<file path="config.mk">
export PLATFORM = sky130hd
export DESIGN_NAME = cbr_regs
export DESIGN_NICKNAME = d
export VERILOG_FILES = /design/src/rtl/cbr_pkg.sv /design/src/rtl/cbr_ahb_slave.sv /design/src/rtl/cbr_regs.sv
export SDC_FILE = /design/constraint.sdc
export NUM_CORES = 1
export LEC_CHECK = 0
export BUFFER_PORTS_ARGS = -buffer_cell sky130_fd_sc_hd__buf_2
export CAP_MARGIN = 20
export CORE_ASPECT_RATIO = 0.8
export CORE_UTILIZATION = 44
export DETAILED_ROUTE_END_ITERATION = 6
export MAX_ROUTING_LAYER = met4
export PLACE_DENSITY_LB_ADDON = 0.15
export SYNTH_ARGS = -nofsm -noshare
export SYNTH_HDL_FRONTEND = slang
export SYNTH_SLANG_ARGS = --single-unit
</file>
<file path="constraint.sdc">
create_clock -name hclk -period 3.9 [get_ports hclk]
set_clock_uncertainty 0.15 [all_clocks]
set_input_delay 0.78 -clock hclk [delete_from_list [all_inputs] [get_ports hclk]]
set_output_delay 0.78 -clock hclk [all_outputs]
set_load 0.005 [all_outputs]
</file>
<file path="src/rtl/cbr_pkg.sv">
package cbr_pkg;

  // register indices; byte address is four times the index
  localparam logic [5:0] IDX_RESET = 6'h00;
  localparam logic [5:0] IDX_BIAS = 6'h04;
  localparam logic [5:0] IDX_MIDRAIL = 6'h05;
  localparam logic [5:0] IDX_MIC = 6'h06;
  localparam int IDX_W = 6;
  localparam int REG_W = 16;

  localparam logic [31:0] ADDR_RESET = {24'h0, IDX_RESET, 2'h0};
  localparam logic [31:0] ADDR_BIAS = {24'h0, IDX_BIAS, 2'h0};
  localparam logic [31:0] ADDR_MIDRAIL = {24'h0, IDX_MIDRAIL, 2'h0};
  localparam logic [31:0] ADDR_MIC = {24'h0, IDX_MIC, 2'h0};

  // field positions
  localparam int BIAS_SEL_LSB = 2;
  localparam int BIAS_ON_BIT = 0;
  localparam int MID_BUF_BIT = 6;
  localparam int MID_DIV_LSB = 1;
  localparam int MID_ON_BIT = 0;
  localparam int MIC_THR_LSB = 4;
  localparam int MIC_SHORT_LSB = 2;
  localparam int MIC_DET_BIT = 1;
  localparam int MIC_ON_BIT = 0;

  localparam logic [1:0] BIAS_LOW_POWER = 2'h0;
  localparam logic [1:0] BIAS_HIGH_PERF = 2'h2;
  localparam logic [1:0] MID_DIV_OFF = 2'h0;

  localparam logic [1:0] HTRANS_IDLE = 2'h0;
  localparam logic [1:0] HTRANS_NONSEQ = 2'h2;
  localparam logic [2:0] HSIZE_WORD = 3'h2;
  localparam logic HRESP_OKAY = 1'h0;

  typedef struct packed {
    logic [1:0] bias_level_select;
    logic bias_generator_on;
    logic midrail_buffer_on;
    logic [1:0] midrail_divider_select;
    logic midrail_output_on;
    logic [2:0] mic_current_threshold;
    logic [1:0] mic_short_threshold;
    logic mic_detect_on;
    logic mic_supply_on;
  } cbr_ctrl_type;

  localparam cbr_ctrl_type CTRL_DEFAULT = '{
    bias_level_select: BIAS_HIGH_PERF,
    bias_generator_on: 1'h0,
    midrail_buffer_on: 1'h0,
    midrail_divider_select: MID_DIV_OFF,
    midrail_output_on: 1'h0,
    mic_current_threshold: 3'h0,
    mic_short_threshold: 2'h0,
    mic_detect_on: 1'h0,
    mic_supply_on: 1'h0
  };

  // write strobe, valid in the data phase alongside hwdata
  typedef struct packed {
    logic en;
    logic [IDX_W-1:0] idx;
  } cbr_wr_type;

  function automatic logic cbr_is_mapped(logic [IDX_W-1:0] idx);
    return (idx == IDX_RESET) || (idx == IDX_BIAS) ||
           (idx == IDX_MIDRAIL) || (idx == IDX_MIC);
  endfunction

endpackage

</file>
<file path="src/rtl/cbr_ahb_slave.sv">
`timescale 1ns/1ns
`default_nettype none
module cbr_ahb_slave
  import cbr_pkg::*;
(
  input wire logic hclk,
  input wire logic hresetn,
  input wire logic hsel,
  input wire logic [31:0] haddr,
  input wire logic [1:0] htrans,
  input wire logic hwrite,
  input wire logic [2:0] hsize,
  input wire logic hready,
  input wire logic [31:0] rd_data,
  output logic [IDX_W-1:0] rd_idx,
  output logic rd_take,
  output var cbr_wr_type wr,
  output logic [31:0] hrdata,
  output logic hreadyout,
  output logic hresp
);

  logic take;
  logic addr_ok;
  cbr_wr_type wr_ff;
  cbr_wr_type nxt_wr;
  logic [31:0] hrdata_ff;
  logic [31:0] nxt_hrdata;

  assign take = hsel && htrans[1] && hready;
  // only aligned word accesses in the low page are decoded
  assign addr_ok = (haddr[31:8] == 24'h0) && (haddr[1:0] == 2'h0) &&
                   (hsize == HSIZE_WORD);
  assign rd_idx = haddr[7:2];
  assign rd_take = take && !hwrite;

  // read data is sampled in the address phase from the next-state view,
  // so a write in the preceding data phase is already visible
  always_comb begin
    nxt_wr.en = take && hwrite && addr_ok && cbr_is_mapped(rd_idx);
    nxt_wr.idx = rd_idx;
    nxt_hrdata = hrdata_ff;
    if (rd_take) begin
      nxt_hrdata = addr_ok ? rd_data : 32'h0;
    end
  end

  always_ff @(posedge hclk or negedge hresetn) begin
    if (!hresetn) begin
      wr_ff <= '0;
      hrdata_ff <= 32'h0;
    end else begin
      wr_ff <= nxt_wr;
      hrdata_ff <= nxt_hrdata;
    end
  end

  assign wr = wr_ff;
  assign hrdata = hrdata_ff;
  // zero wait states: every transfer completes in its first data cycle
  assign hreadyout = 1'h1;
  assign hresp = HRESP_OKAY;

endmodule
`default_nettype wire

</file>
<file path="src/rtl/cbr_regs.sv">
// Functional notes
// - any aligned word-size write to the reset/ident word restores every register default
// - reading the reset/ident word returns the fixed sixteen-bit device code
// - bias level select bits 3:2, default 10; 00 low power, 10 high perf
// - bias register bit 0 turns the bias generator on, reset off
// - midrail register bit 6 turns the midrail buffer on, reset off
// - midrail divider select bits 2:1, reset 00; off, normal, standby, fast
// - mic current threshold bits 6:4, reset 000, eight ascending levels
// - mic short threshold bits 3:2, reset 00, four ascending levels
// - mic register bit 1 enables current and short detection, reset off
// - mic register bit 0 enables the mic supply output, reset off
`timescale 1ns/1ns
`default_nettype none
module cbr_regs
  import cbr_pkg::*;
#(
  // arbitrary identification value
  parameter logic [REG_W-1:0] DEV_ID = 16'hC0DE
)
(
  input wire logic hclk,
  input wire logic hresetn,
  input wire logic hsel,
  input wire logic [31:0] haddr,
  input wire logic [1:0] htrans,
  input wire logic hwrite,
  input wire logic [2:0] hsize,
  input wire logic [31:0] hwdata,
  input wire logic hready,
  output logic [31:0] hrdata,
  output logic hreadyout,
  output logic hresp,
  output var cbr_ctrl_type ctrl
);

  cbr_wr_type wr;
  logic [IDX_W-1:0] rd_idx;
  logic rd_take;
  logic [31:0] rd_data;
  cbr_ctrl_type ctrl_ff;
  cbr_ctrl_type nxt_ctrl;

  cbr_ahb_slave u_bus (
    .hclk(hclk),
    .hresetn(hresetn),
    .hsel(hsel),
    .haddr(haddr),
    .htrans(htrans),
    .hwrite(hwrite),
    .hsize(hsize),
    .hready(hready),
    .rd_data(rd_data),
    .rd_idx(rd_idx),
    .rd_take(rd_take),
    .wr(wr),
    .hrdata(hrdata),
    .hreadyout(hreadyout),
    .hresp(hresp)
  );

  always_comb begin
    nxt_ctrl = ctrl_ff;
    if (wr.en) begin
      case (wr.idx)
        IDX_RESET: begin
          // data is irrelevant; the write itself is the command
          nxt_ctrl = CTRL_DEFAULT;
        end
        IDX_BIAS: begin
          // reserved codes have bit 0 set; such writes leave the level alone
          if (!hwdata[BIAS_SEL_LSB]) begin
            nxt_ctrl.bias_level_select = hwdata[BIAS_SEL_LSB+:2];
          end
          nxt_ctrl.bias_generator_on = hwdata[BIAS_ON_BIT];
        end
        IDX_MIDRAIL: begin
          nxt_ctrl.midrail_buffer_on = hwdata[MID_BUF_BIT];
          nxt_ctrl.midrail_divider_select = hwdata[MID_DIV_LSB+:2];
          nxt_ctrl.midrail_output_on = hwdata[MID_ON_BIT];
        end
        IDX_MIC: begin
          nxt_ctrl.mic_current_threshold = hwdata[MIC_THR_LSB+:3];
          nxt_ctrl.mic_short_threshold = hwdata[MIC_SHORT_LSB+:2];
          nxt_ctrl.mic_detect_on = hwdata[MIC_DET_BIT];
          nxt_ctrl.mic_supply_on = hwdata[MIC_ON_BIT];
        end
        default: begin
          nxt_ctrl = ctrl_ff;
        end
      endcase
    end
  end

  always_ff @(posedge hclk or negedge hresetn) begin
    if (!hresetn) begin
      ctrl_ff <= CTRL_DEFAULT;
    end else begin
      ctrl_ff <= nxt_ctrl;
    end
  end

  assign ctrl = ctrl_ff;

  // read view built from next-state values; only field bits are placed
  always_comb begin
    rd_data = 32'h0;
    case (rd_idx)
      IDX_RESET: begin
        rd_data[REG_W-1:0] = DEV_ID;
      end
      IDX_BIAS: begin
        rd_data[BIAS_SEL_LSB+:2] = nxt_ctrl.bias_level_select;
        rd_data[BIAS_ON_BIT] = nxt_ctrl.bias_generator_on;
      end
      IDX_MIDRAIL: begin
        rd_data[MID_BUF_BIT] = nxt_ctrl.midrail_buffer_on;
        rd_data[MID_DIV_LSB+:2] = nxt_ctrl.midrail_divider_select;
        rd_data[MID_ON_BIT] = nxt_ctrl.midrail_output_on;
      end
      IDX_MIC: begin
        rd_data[MIC_THR_LSB+:3] = nxt_ctrl.mic_current_threshold;
        rd_data[MIC_SHORT_LSB+:2] = nxt_ctrl.mic_short_threshold;
        rd_data[MIC_DET_BIT] = nxt_ctrl.mic_detect_on;
        rd_data[MIC_ON_BIT] = nxt_ctrl.mic_supply_on;
      end
      default: begin
        rd_data = 32'h0;
      end
    endcase
  end

  // checks

  logic seen_edge_ff;

  always_ff @(posedge hclk or negedge hresetn) begin
    if (!hresetn) begin
      seen_edge_ff <= 1'h0;
    end else begin
      seen_edge_ff <= 1'h1;
    end
  end
endmodule
`default_nettype wire

</file>
==> out/summary.txt <==
Status -> finished, final reports clean
Starting DRT DRC Count -> 124
CTS tree -> built
Vias per inst -> 5.26
Tmin final -> 2430 ps
Clock latency on the worst-skew pair -> 280 ps
Crit Path Max Fanout -> 6
I/O Pins -> 122
Most common cell after layout, fill and taps aside -> buf_2
Post-CTS Setup Inserts -> 0
Max Cap Viol -> 0
Clock H-tree levels -> 2
Util after Layout -> 56.1%
PD cells -> 295 mW/mm2
Top area cells in the synthesized netlist -> dfrtp_1 40%, buf_4 11%, nand2_1 3.0%
Worst-Margin Slew -> 773 ps
Seq/Total Area, Yosys -> 41.9%
Count of buffers from port buffering -> 71
Setup violations, final -> 0
Period utilization -> 62.2%
Setup TNS -> 0 ps
DRT Wirelength -> 4390 um
Post-DR wirelength/cell -> 14.3 um
Vias -> 1610
Hold Path Class -> reg2reg
CTS sink count -> 29
Top Metal Used -> met4
Die Height -> 58.2 um
Number of flops mapped to enable cells by yosys -> 0
Synth warnings -> 0
Setup CP Type -> in2reg
Post-synth ARST share -> 100%
Power Total -> 626 uW
RSZ-0062 raised after global routing -> no
WP data arrival -> 2490 ps
Slew Limit Fails -> 0
Largest net degree at the start of global routing -> 30
Share of cells above drive strength 1 -> 33.5%
Commonest non-fill, non-tap cells in the layout -> 71 x buf_2, 28 x dfrtp_1, 24 x conb_1
Antenna diodes -> 0
Post_cts resized -> 0
WL met2 -> 1890 um
Synth unique cells -> 48
Initial Utilization -> 46.0%
Synth Instances -> 181
Total Routing Usage GR -> 23.8%
FMAX -> 0.412 GHz
Area Growth Syn to Fin -> 22.0%
Post-DRT Antenna Nets -> 0
Max IR drop VDD -> 185 uV
Vias in the first global route -> 1457
Global-route wire length before repair -> 7250 um
Hold buffers post-CTS -> 0
Max Buffers Root-to-Sink -> 2
Final hold viol count -> 0
Max_slew headroom -> 48.1%
DRC -> 0
Initial antenna violation count -> 0
CP startpoint kind -> input port
Drt pass-1 iters -> 4
Cts bufs inserted -> 5
Average cell area after synthesis -> 9.59 um2
Post-synth top area share -> 40.3%
Final Wtd Congestion -> 0.897
Die area -> 0.00420 mm2
Lkg Pwr -> 1.05 nW
Die X -> 72.2 um
Final #Nets -> 324
Core area -> 0.00378 mm2
WL met1 -> 2090 um
Metal3 WL -> 335 um
Ys flop type -> dfrtp_1
Post-Syn Area -> 0.00174 mm2
CP Data Required Time -> 3960 ps
DP HPWL -> 3340 um
Critical path endpoint category -> register
Cell taking the most area after synthesis -> dfrtp_1
Clk slew on worst S/H paths -> 60 ps
Root buf cell -> clkbuf_8
Placement row count -> 20
Seq cells post-synth -> 29
Total congestion overflow -> 0
==> metal layers <==
metal | vias up | GRT usage (%)
met4 | 0 | 9.24
met2 | 75 | 32.8
met5 | - | -
li1 | 763 | -
met1 | 764 | 34.3
met3 | 8 | 4.87
==> registers in the layout, indices dropped and copies added (netlist names) <==
name / count
ctrl: 14
u_bus.wr: 7
u_bus.hrdata: 8
==> logic make-up after synthesis <==
family / Yosys count / share of synthesized area [%]
adder cells (fa/ha/maj): 1 / 0.576
other: 2 / 0.432
flip-flops: 29 / 41.9
AND/OR/NAND/NOR: 63 / 22.3
multiplexers: 1 / 0.648
AO/OA/AOI/OAI: 48 / 20.5
buffers and inverters: 37 / 13.7
==> layout make-up <==
class | count | area (um2)
Inverter | 6 | 22.5
Tap cell | 55 | 68.8
Sequential cell | 29 | 727
Clock buffer | 8 | 90.1
Timing Repair Buffer | 71 | 355
Fill cell | 360 | 1660
Multi-Input combinational cell | 137 | 855
==> synthesized netlist by cell type (4+ instances only) <==
| cell | n |
|---|---|
| dfrtp_1 | 28 |
| buf_4 | 26 |
| nand2_1 | 14 |
| a21oi_1 | 8 |
| nor2b_1 | 8 |
| nor4_1 | 7 |
| inv_1 | 6 |
| nor2_1 | 6 |
| o21ai_1 | 5 |
| a22o_1 | 4 |
| a32o_1 | 4 |
| clkbuf_1 | 4 |
| nand3_1 | 4 |
==> per-stage QoR <==
step,hold slack (ps),setup slack [ps],cell area [um2],std cells
global route,373,1390,2120,306
CTS,334,1510,2120,306
global placement,315,1220,2030,298
floorplan,329,1630,1820,203
finish,331,1470,2120,306
detailed placement,320,1220,2030,298
==> critical path: stages <==
cell and delay [ps]:
buf_2 120, or4b_1 580, nor3b_2 530, o31a_1 260, a221oi_1 90, o21ai_1 130
==> path summary, 6_finish.rpt <==
check | start | to | slack (ps) | cells past startpoint
worst min register to register | u_bus.hrdata[4]$_DFFE_PN0P_ | u_bus.hrdata[4]$_DFFE_PN0P_ | 330 | 2
worst max register to register | u_bus.wr[5]$_DFF_PN0_ | u_bus.hrdata[1]$_DFFE_PN0P_ | 1550 | 5
max in group asynchronous | hresetn | u_bus.wr[6]$_DFF_PN0_ | 2810 | 1
worst max-delay path | haddr[5] | u_bus.hrdata[1]$_DFFE_PN0P_ | 1470 | 6
min in group asynchronous | hresetn | u_bus.hrdata[4]$_DFFE_PN0P_ | 370 | 1
worst min-delay path | u_bus.hrdata[4]$_DFFE_PN0P_ | u_bus.hrdata[4]$_DFFE_PN0P_ | 330 | 2
==> report_power, final <==
group          switching [mW]  internal, mW
logic                  0.0359        0.0259
registers             0.00684         0.304
clock network           0.109         0.143
Note: power is estimated with default switching activity, not from simulation.
